--- src/hdl/aiss_pkg.sv ---
`default_nettype none
package aiss_pkg;
    // ****************************************
    // Register map
    // ****************************************
    localparam logic [7:0] ALARM_FLAGS_AND_LINK_SWITCH_ADDR = 8'h07;
    localparam logic [7:0] INTERRUPTION_SWITCH_SHUTDOWN_ADDR = 8'h08;

    // ****************************************
    // Alarm register fields
    // ****************************************
    localparam int UV_FLAG_BIT = 7;
    localparam int OT_FLAG_BIT = 6;
    localparam int UV_MASK_BIT = 5;
    localparam int OT_MASK_BIT = 4;
    localparam int UV_LIVE_BIT = 3;
    localparam int OT_LIVE_BIT = 2;
    localparam int SEL_SW_BIT = 1;
    localparam int LINK_SW_BIT = 0;

    // ****************************************
    // Shutdown register fields
    // ****************************************
    localparam int SW_SEL_MSB = 7;
    localparam int SW_SEL_LSB = 2;
    localparam int NUM_SW = 6;
    localparam int LINK_OFF_BIT = 1;
    localparam int COMP_OFF_BIT = 0;

    // ****************************************
    // Reset values
    // ****************************************
    localparam logic UV_MASK_RST = 1'b0;
    localparam logic OT_MASK_RST = 1'b1;
    localparam logic SEL_SW_RST = 1'b0;
    localparam logic LINK_SW_RST = 1'b0;
    // Order: battery, boost b, regulator b, regulator a, auxiliary, boost a
    localparam logic [5:0] SW_AUTO_OFF_RST = 6'h2e;
    localparam logic LINK_OFF_RST = 1'b1;
    localparam logic COMP_OFF_RST = 1'b1;
endpackage
`default_nettype wire

--- src/hdl/aiss_top.sv ---
// Overview of operation
// Undervoltage flag bit 7 sets on recovery comparator assertion, clears on read.
// Overtemperature flag bit 6 sets on overtemperature assertion, clears on read.
// Mask bit 5, reset 0, hides undervoltage from interrupt pin.
// Mask bit 4, reset 1, hides overtemperature from interrupt pin.
// Bit 3 shows live undervoltage state, reset 0, unaffected by read.
// Bit 2 shows live overtemperature state, separate from latched flag.
// Bit 1, reset 0, enables output select switch.
// Bit 0, reset 0, enables link switch between regulator and buck-boost.
// Shutdown bits 7..2 turn selected switches off during an interruption; code forces them off only while an unmasked alarm is live.
// Shutdown select reset values 1,0,1,1,1,0 from bit 7 down.
// Shutdown bit 1, reset 1, turns link switch off during interruption; code turns it off only while an unmasked alarm is live.
// Shutdown bit 0, reset 1, disables the recovery comparator.
// Interrupt pin follows undervoltage: asserts below falling, releases above rising.
// Switch enable bits: 0 disabled, 1 enabled.
// Alarm event coinciding with clearing read keeps its flag set.
// Host reads the alarm register after each interrupt assertion.
`default_nettype none
module aiss_top
    import aiss_pkg::*;
(
    input wire logic clk_sys,
    input wire logic rst_n,
    input wire logic recovery_comparator,
    input wire logic overtemp_in,
    input wire logic [7:0] reg_addr,
    input wire logic reg_wr,
    input wire logic reg_rd,
    input wire logic [7:0] reg_wdata,
    output logic [7:0] reg_rdata,
    output logic int_n,
    output logic [5:0] switch_force_off,
    output logic output_select_switch_en,
    output logic regulator_link_switch_en,
    output logic recovery_comparator_en
);
    // ****************************************
    // Input synchronisers
    // ****************************************
    logic uv_meta_ff, uv_sync_ff, ot_meta_ff, ot_sync_ff;
    always_ff @(posedge clk_sys) begin
        if (!rst_n) begin
            uv_meta_ff <= 1'b0;
            uv_sync_ff <= 1'b0;
            ot_meta_ff <= 1'b0;
            ot_sync_ff <= 1'b0;
        end else begin
            uv_meta_ff <= recovery_comparator;
            uv_sync_ff <= uv_meta_ff;
            ot_meta_ff <= overtemp_in;
            ot_sync_ff <= ot_meta_ff;
        end
    end

    // ****************************************
    // Address decode
    // ****************************************
    // One compare shared by every strobe
    // Keeps write and read decode from drifting apart
    function automatic logic addr_hit(input logic [7:0] addr, input logic [7:0] target);
        return addr == target;
    endfunction

    // ****************************************
    // Control registers
    // ****************************************
    logic undervoltage_alarm_mask_ff, overtemp_alarm_mask_ff;
    logic output_select_switch_on_ff, link_switch_on_ff;
    logic [5:0] switch_auto_off_ff;
    logic link_switch_auto_off_ff, recovery_comparator_off_ff;
    logic wr_alarm, wr_shut, rd_alarm;

    assign wr_alarm = reg_wr && addr_hit(reg_addr, ALARM_FLAGS_AND_LINK_SWITCH_ADDR);
    assign wr_shut = reg_wr && addr_hit(reg_addr, INTERRUPTION_SWITCH_SHUTDOWN_ADDR);
    assign rd_alarm = reg_rd && addr_hit(reg_addr, ALARM_FLAGS_AND_LINK_SWITCH_ADDR);

    always_ff @(posedge clk_sys) begin
        if (!rst_n) begin
            undervoltage_alarm_mask_ff <= UV_MASK_RST;
            overtemp_alarm_mask_ff <= OT_MASK_RST;
            output_select_switch_on_ff <= SEL_SW_RST;
            link_switch_on_ff <= LINK_SW_RST;
        end else if (wr_alarm) begin
            undervoltage_alarm_mask_ff <= reg_wdata[UV_MASK_BIT];
            overtemp_alarm_mask_ff <= reg_wdata[OT_MASK_BIT];
            output_select_switch_on_ff <= reg_wdata[SEL_SW_BIT];
            link_switch_on_ff <= reg_wdata[LINK_SW_BIT];
        end
    end

    always_ff @(posedge clk_sys) begin
        if (!rst_n) begin
            switch_auto_off_ff <= SW_AUTO_OFF_RST;
            link_switch_auto_off_ff <= LINK_OFF_RST;
            recovery_comparator_off_ff <= COMP_OFF_RST;
        end else if (wr_shut) begin
            switch_auto_off_ff <= reg_wdata[SW_SEL_MSB:SW_SEL_LSB];
            link_switch_auto_off_ff <= reg_wdata[LINK_OFF_BIT];
            recovery_comparator_off_ff <= reg_wdata[COMP_OFF_BIT];
        end
    end

    // ****************************************
    // Live state and latched alarms
    // ****************************************
    // Comparator output is ignored while it is powered down
    logic undervoltage_live_state_ff, overtemp_live_state_ff;
    logic undervoltage_alarm_flag_ff, overtemp_alarm_flag_ff;
    logic uv_live, uv_event, ot_event;

    assign uv_live = uv_sync_ff && !recovery_comparator_off_ff;
    assign uv_event = uv_live && !undervoltage_live_state_ff;
    assign ot_event = ot_sync_ff && !overtemp_live_state_ff;

    always_ff @(posedge clk_sys) begin
        if (!rst_n) begin
            undervoltage_live_state_ff <= 1'b0;
            overtemp_live_state_ff <= 1'b0;
        end else begin
            undervoltage_live_state_ff <= uv_live;
            overtemp_live_state_ff <= ot_sync_ff;
        end
    end

    // Set has priority so an event during a clearing read survives
    always_ff @(posedge clk_sys) begin
        if (!rst_n) begin
            undervoltage_alarm_flag_ff <= 1'b0;
            overtemp_alarm_flag_ff <= 1'b0;
        end else begin
            if (uv_event)
                undervoltage_alarm_flag_ff <= 1'b1;
            else if (rd_alarm)
                undervoltage_alarm_flag_ff <= 1'b0;
            if (ot_event)
                overtemp_alarm_flag_ff <= 1'b1;
            else if (rd_alarm)
                overtemp_alarm_flag_ff <= 1'b0;
        end
    end

    // ****************************************
    // Read data
    // ****************************************
    always_ff @(posedge clk_sys) begin
        if (!rst_n) begin
            reg_rdata <= 8'h00;
        end else if (reg_rd) begin
            case (reg_addr)
                ALARM_FLAGS_AND_LINK_SWITCH_ADDR: begin
                    reg_rdata <= {undervoltage_alarm_flag_ff, overtemp_alarm_flag_ff,
                                  undervoltage_alarm_mask_ff, overtemp_alarm_mask_ff,
                                  undervoltage_live_state_ff, overtemp_live_state_ff,
                                  output_select_switch_on_ff, link_switch_on_ff};
                end
                INTERRUPTION_SWITCH_SHUTDOWN_ADDR: begin
                    reg_rdata <= {switch_auto_off_ff, link_switch_auto_off_ff, recovery_comparator_off_ff};
                end
                default: begin
                    reg_rdata <= 8'h00;
                end
            endcase
        end
    end

    // ****************************************
    // Interrupt pin and switch shutdown
    // ****************************************
    // Pin tracks live faults, not flags, so it releases on recovery
    logic int_active;
    assign int_active = (undervoltage_live_state_ff && !undervoltage_alarm_mask_ff)
                      || (overtemp_live_state_ff && !overtemp_alarm_mask_ff);

    // Registered so the pin never glitches on decode
    always_ff @(posedge clk_sys) begin
        if (!rst_n) begin
            int_n <= 1'b1;
        end else begin
            int_n <= !int_active;
        end
    end

    // One gate per switch; a clear select leaves that switch alone
    wire [NUM_SW-1:0] nxt_switch_force_off;
    genvar sw_idx;
    generate
        for (sw_idx = 0; sw_idx < NUM_SW; sw_idx = sw_idx + 1) begin : g_switch_off
            assign nxt_switch_force_off[sw_idx] = int_active && switch_auto_off_ff[sw_idx];
        end
    endgenerate

    // Force released as soon as the fault clears
    always_ff @(posedge clk_sys) begin
        if (!rst_n) begin
            switch_force_off <= 6'h00;
        end else begin
            switch_force_off <= nxt_switch_force_off;
        end
    end

    // Shutdown touches only the link; the select switch keeps its setting
    always_ff @(posedge clk_sys) begin
        if (!rst_n) begin
            output_select_switch_en <= 1'b0;
            regulator_link_switch_en <= 1'b0;
        end else begin
            output_select_switch_en <= output_select_switch_on_ff;
            regulator_link_switch_en <= link_switch_on_ff && !(int_active && link_switch_auto_off_ff);
        end
    end

    // Comparator powered down by default to save supply current
    always_ff @(posedge clk_sys) begin
        if (!rst_n) begin
            recovery_comparator_en <= 1'b0;
        end else begin
            recovery_comparator_en <= !recovery_comparator_off_ff;
        end
    end
endmodule
`default_nettype wire

--- config.mk ---
export PLATFORM = sky130hd
export DESIGN_NAME = aiss_top
export DESIGN_NICKNAME = d
export VERILOG_FILES = /design/src/hdl/aiss_pkg.sv /design/src/hdl/aiss_top.sv
export SDC_FILE = /design/constraint.sdc
export NUM_CORES = 1
export LEC_CHECK = 0
export ABC_CLOCK_PERIOD_IN_PS = 1700
export BUFFER_PORTS_ARGS = -buffer_cell sky130_fd_sc_hd__clkbuf_2
export CORE_UTILIZATION = 54
export CTS_BUF_LIST = sky130_fd_sc_hd__clkbuf_8 sky130_fd_sc_hd__clkbuf_16
export DETAILED_ROUTE_END_ITERATION = 6
export GPL_ROUTABILITY_DRIVEN = 0
export HOLD_SLACK_MARGIN = 0.05
export PLACE_DENSITY = 0.85
export SYNTH_ARGS = -nofsm -noshare
export SYNTH_HDL_FRONTEND = slang
export SYNTH_SLANG_ARGS = --single-unit
--- constraint.sdc ---
create_clock -name clk_sys -period 1.7 [get_ports clk_sys]
set_input_delay 0.255 -clock clk_sys [delete_from_list [all_inputs] [get_ports clk_sys]]
set_output_delay 0.255 -clock clk_sys [all_outputs]
set_load 0.02 [all_outputs]
==> key figures, run 1 <==
Clocking
  – Clock Tree Buf Depth: 2
  – Clock root cell: clkbuf_8
  – Hold-fix buffers, CTS: 0
  – H-tree Lvls: 2
  – Post-CTS sizing: 0
  – Clk_lat worst skew: 0.29 ns
  – Clock slew at reported path FFs: 0.07 ns
  – CTS Buf Count: 5
  – Clk sinks: 38
  – Setup bufs post-CTS: 0
  – CTS tree: done

Global route
  – Initial antenna violation count: 0
  – Vias in the first global route: 1079
  – All-Layer GR Usage: about a quarter
  – Largest net degree at the start of global routing: 16
  – First-pass GRT wire length: 4.82 mm
  – Gr ovfl total: 0

Logic synthesis
  – Synthesis Warnings: 0
  – Seq/Total Area, Yosys: 53.1%
  – Synth Instances: between 100 and 150
  – Cell variety after synth: 25
  – Mapped Nets: 159
  – Synthesized flop and latch total: 38
  – Yosys top cell by area: dfxtp_1
  – Top cell type's share of synthesized area: between 50 and 60%
  – Top cells by area, synth: dfxtp_1 53%, and2_1 5.2%, nand2_1 5.0%
  – Mean Syn Cell Area: between 10 and 15 um^2
  – Synthesized area: 0.00143 mm^2

Timing
  – Total Neg Setup Slack: 0 ns
  – Normalized max-slew margin: about 72%
  – Slew Viols, Final: 0
  – RSZ-0062 raised after global routing: no
  – Final worst-path cycle share: between 70% and 80%
  – Max frequency: 764 MHz
  – Final min period: between 1 and 1.5 ns
  – Slew @ Worst Pin: 0.411 ns
  – Hold Vio Cnt, Final: 0
  – Final setup viols: 0
  – Clock Skew: between 0.006 and 0.007 ns

Die
  – Die Ht: 53.5 um
  – Die area: approximately 0.0029 mm^2
  – Core area: 0.00250 mm^2
  – I/O Pins: 40
  – Core Rows: 18
  – Initial core utilization: 57.3%
  – Die width: 53.5 um

Worst setup path
  – Required @ worst endpoint: about 1.9 ns
  – WP data arrival: 1.52 ns
  – Critical path type: primary input to flip-flop
  – CP Capture Type: flip-flop
  – Critical Path Source Type: primary input
  – Critical path fanouts, max: 8

Placed design
  – Placed cell area: 0.00166 mm^2
  – DP Wirelength: about 2.2 mm
  – PortBufs: 39

Drt
  – 1st-pass router iterations: 5
  – DR vias: 1125
  – DRT iter0 DRCs: 30
  – Drt wl/cell: 13.5 um
  – Avg Vias per Cell: roughly 5.3
  – Detail Route Antenna Nets: 0
  – Total Wirelength: slightly below 3 mm
  – Detailed-route DRC error count: 0

Power and ir drop
  – Power Dens Cells: slightly above 900 mW/mm^2
  – Static Leak: 0.821 nW
  – Maximum VDD drop: 940 uV

Job
  – Maximum Capacitance Violations: 0

Final layout
  – Layout area overhead: 22.2%
  – Diode count: 0
  – Most frequent cells in the layout: 39 x clkbuf_2, 38 x dfxtp_1, 19 x nand2_1
  – Post-route cell area: between 0.0015 and 0.002 mm^2
  – Most common cell after layout, fill and taps aside: clkbuf_2
  – Share of cells above drive strength 1: 32.1%
  – Fin nets: 205
  – Filler cell count: 202

Outcome
  – Status: finished clean

Hold path
  – Worst Hold Class: primary input to flip-flop
## kinds of logic after synthesis
group / share of synthesized area, %
mux: 4.20
buf+inv: 8.30
simple gates: 24.0
flops: 53.1
compound gates: 10.3
## worst max-delay path, cell delays in order
cell and delay, ns:
clkbuf_2 0.10, nor4b_4 0.44, and3_1 0.47, mux2i_1 0.25
## Yosys cell counts
cell type  number
nand4_2         1
nor2b_1         3
nand3_1         1
a21boi_0        1
nand2_1        19
buf_6           3
and3_1          2
nand4_4         1
a21oi_1         1
o221ai_1        8
clkbuf_1        3
and4b_2         1
inv_1          16
o211ai_1        6
nand3_4         1
nor4b_4         1
nand4_1         6
clkbuf_8        1
a32o_1          2
nor2_1          1
nor4_4          1
dfxtp_1        38
and2_1         12
nand2b_1        2
mux2i_1         6
## through the flow
stage | setup WS [ns] | hold WS [ns] | utilization, % | cells | power, W
after global placement | 0.215 | 0.418 | 66.3 | 206 | 0.000997
final | 0.391 | 0.169 | 70.0 | 214 | 0.00160
after detailed placement | 0.0907 | 0.421 | 66.3 | 206 | 0.00100
after floorplan | 0.496 | 0.382 | - | 137 | 0.000958
after global routing | 0.295 | 0.161 | 70.0 | 214 | 0.00165
after CTS | 0.395 | 0.166 | 70.0 | 214 | 0.00161
## metal layers
| layer | wire [um] | vias up | GRT usage [%] |
|---|---|---|---|
| met5 | 0 | - | 0 |
| met4 | 107 | 0 | 16.7 |
| met3 | 164 | 12 | 6.03 |
| met2 | 1360 | 47 | 39.4 |
| met1 | 1260 | 509 | 28.9 |
| li1 | - | 557 | - |
## report_power, final
part | switching, W | internal (W) | leakage (nW)
clock | 0.000297 | 0.000321 | 0.0524
sequential | 0.00000226 | 0.000897 | 0.307
combinational | 0.0000438 | 0.0000370 | 0.461
## state kept, by name (all words and copies together) (netlist names)
register and count:
undervoltage_live_state_ff 1, overtemp_alarm_mask_ff 1, overtemp_alarm_flag_ff 1, overtemp_live_state_ff 1, uv_sync_ff 1, link_switch_auto_off_ff 1, recovery_comparator_en 1, recovery_comparator_off_ff 1
reg_rdata 8, undervoltage_alarm_mask_ff 1, int_n 1, ot_meta_ff 1, switch_force_off 6, regulator_link_switch_en 1, switch_auto_off_ff 6, output_select_switch_on_ff 1
uv_meta_ff 1, output_select_switch_en 1, ot_sync_ff 1, link_switch_on_ff 1, undervoltage_alarm_flag_ff 1
## worst paths after layout
kind	from	to	slack [ns]	cells after the start
max reg2reg	undervoltage_alarm_mask_ff$_SDFFE_PN0P_	switch_force_off[4]$_SDFF_PN0_	0.70	4
min reg2reg	ot_meta_ff$_SDFF_PN0_	ot_sync_ff$_SDFF_PN0_	0.43	1
min	recovery_comparator	uv_meta_ff$_SDFF_PN0_	0.17	2
max	reg_addr[0]	switch_auto_off_ff[4]$_SDFFE_PN0P_	0.39	4
## area by class of cell
cell class / count / area (um^2) / share of cell area (%)
inverter: 16 / 60.1 / 3.43
multi-input combinational: 76 / 552 / 31.5
clock inverter: 2 / 8.76 / 0.501
clock buffer: 6 / 82.6 / 4.72
sequential: 38 / 761 / 43.5
timing repair buffer: 46 / 248 / 14.2
tap: 30 / 37.5 / 2.15
Power figures use the tool's default switching activity.
==> inputs of run 2 (changes only) <==
ABC_CLOCK_PERIOD_IN_PS = 1300   (was 1700)
CORE_UTILIZATION = 50   (was 54)
PLACE_DENSITY = 0.8   (was 0.85)
clock period = 1.3 ns   (was 1.7 ns; I/O delays follow)
==> key figures, run 2 (synthesis gave the netlist of run 1 again) <==
Power and ir drop
  – Static Leak: 0.840 nW
  – Power Dens Cells: 1260 mW/mm^2
  – Pwr Total: roughly 0.0022 W
  – Maximum VDD drop: approximately 1400 uV

Drt
  – Total Wirelength: 3.00 mm
  – Avg Vias per Cell: 5.37
  – Drt wl/cell: 13.8 um
  – Detail Route Antenna Nets: 0
  – DR vias: 1166
  – Detailed-route DRC error count: 0
  – 1st-pass router iterations: 4
  – DRT iter0 DRCs: 14

Global route
  – Initial antenna violation count: 0
  – Vias in the first global route: 1154
  – First-pass GRT wire length: 5.17 mm
  – All-Layer GR Usage: 22.2%
  – Gr ovfl total: 0
  – Largest net degree at the start of global routing: 13

Final layout
  – Finished Layout Cells: 217
  – Most frequent cells in the layout: 39 x clkbuf_2, 38 x dfxtp_1, 19 x nand2_1
  – Multi-input gate area: 552 um^2
  – Register name with the most flops: reg_rdata
  – Fin nets: 207
  – Share of cells above drive strength 1: 32.3%
  – Sequential Area: ~760 um^2
  – Most common cell after layout, fill and taps aside: clkbuf_2
  – Number of flip-flops under the largest register name: 8
  – Post-route cell area: 0.00178 mm^2
  – Layout area overhead: 24.4%
  – Largest regs: reg_rdata x8, switch_auto_off_ff x6, switch_force_off x6
  – Diode count: 0
  – Filler cell count: 231

Die
  – Die area: 0.00308 mm^2
  – Core Rows: 19
  – Core area: around 0.0027 mm^2
  – I/O Pins: 40
  – Die width: 55.5 um
  – Initial core utilization: between 50% and 60%
  – Die Ht: 55.5 um

Hold path
  – Worst Hold Class: primary input to flip-flop
  – WHS Path Cells: 2
  – Hold endpoint: ot_meta_ff$_SDFF_PN0_
  – Worst hold start: overtemp_in

Clocking
  – CTS tree: done
  – Setup bufs post-CTS: 0
  – Clk_lat worst skew: about 0.29 ns
  – Post-CTS sizing: 0
  – H-tree Lvls: 2
  – Hold-fix buffers, CTS: 0
  – Clock Tree Buf Depth: 2
  – Clock slew at reported path FFs: 0.07 ns
  – Clk sinks: 38
  – Clock root cell: clkbuf_8
  – CTS Buf Count: 5

Worst setup path
  – R2r setup slk: between 0.2 and 0.3 ns
  – Critical Path Source Type: primary input
  – R2R Path End: switch_force_off[4]$_SDFF_PN0_
  – Buf/Inv on CP: 2
  – CP Capture Type: flip-flop
  – Critical path fanouts, max: 5
  – Required @ worst endpoint: 1.48 ns
  – Worst path max stage delay: 0.39 ns
  – WP data arrival: roughly 1.3 ns
  – CP cell instances: clkbuf_2 > nor4_4 > buf_4 > nand3_4 > a32o_1
  – FF-to-FF path depth: 4
  – Critical path's slowest cell: nor4_4
  – Reg2Reg Launch Point: undervoltage_alarm_mask_ff$_SDFFE_PN0P_
  – Critical path type: primary input to flip-flop
  – Top Family by Delay on Critical Path: simple AND/OR/NAND/NOR gates

Placed design
  – PortBufs: 39
  – DP Wirelength: approximately 2.3 mm
  – Dpl cells: 209
  – Placed cell area: 0.00167 mm^2

Timing
  – Final worst-path cycle share: a little over four fifths
  – Normalized max-slew margin: a little over half
  – Max frequency: between 900 and 1000 MHz
  – Clock Skew: 0.00637 ns
  – Final min period: 1.09 ns
  – Slew Viols, Final: 0
  – WHS: 0.109 ns
  – Slew @ Worst Pin: roughly 0.69 ns
  – RSZ-0062 raised after global routing: no
  – Hold Vio Cnt, Final: 0
  – Final setup viols: 0

Job
  – Maximum Capacitance Violations: 0

Outcome
  – Status: finished clean
[run 2: cell types whose count changed in the layout (fill, tap and decap cells not counted), sizes merged]
| cell | previous run | this run |
|---|---|---|
| buf | 7 | 9 |
| inv | 17 | 18 |
| clkbuf | 45 | 44 |
| clkinv | 1 | 0 |
| bufinv | 0 | 1 |
[run 2: metal layers]
layer  share of wire, %  global-route usage (%)
met1                 42                    24.7
met2                 49                    35.6
met3                5.7                    8.43
met4                3.2                    13.6
met5                  0                       0
[run 2: report_power, final]
group / switching (W) / internal [W] / leakage, nW / total (W)
Sequential: 0.00000275 / 0.00117 / 0.307 / 0.00118
Combinational: 0.0000583 / 0.0000477 / 0.472 / 0.000106
Clock: 0.000396 / 0.000558 / 0.0607 / 0.000954
Total: 0.000457 / 0.00178 / 0.840 / 0.00224
[run 2: area by class of cell]
type	instances	share of cell area (%)
Inverter	16	3.37
Multi-Input combinational cell	76	31.0
Timing Repair Buffer	48	14.8
Clock inverter	3	2.11
Sequential cell	38	42.7
Tap cell	31	2.18
Clock buffer	5	3.87
[run 2: worst register-to-register path: cells and delay by family (launching register included)]
kind                   cells  cell delay [ns]
AND/OR/NAND/NOR            2             0.29
AO/OA/AOI/OAI              1             0.18
buffers and inverters      1             0.16
flip-flops                 1             0.33
[run 2: per-stage QoR]
| stage | util (%) | setup WS (ns) | setup TNS, ns |
|---|---|---|---|
| 6_report | 65.1 | 0.211 | 0 |
| 3_5_place_dp | 61.2 | -0.0870 | -0.708 |
| 3_3_place_gp | 61.2 | -0.0286 | -0.0564 |
| 5_1_grt | 65.1 | 0.126 | 0 |
| 4_1_cts | 65.1 | 0.220 | 0 |
| 2_1_floorplan | - | 0.156 | 0 |
[run 2: how the worst max path moves through the flow]
stage,start,end,cells past startpoint
after global placement,reg_addr[5],overtemp_alarm_flag_ff$_SDFFE_PN0P_,5
final,reg_addr[5],undervoltage_alarm_flag_ff$_SDFFE_PN0P_,5
after floorplan,reg_addr[0],recovery_comparator_off_ff$_SDFFE_PN1P_,4
after detailed placement,reg_addr[5],overtemp_alarm_flag_ff$_SDFFE_PN0P_,5
after global routing,reg_addr[5],reg_rdata[7]$_SDFFE_PN0P_,5
after CTS,reg_addr[5],undervoltage_alarm_flag_ff$_SDFFE_PN0P_,5
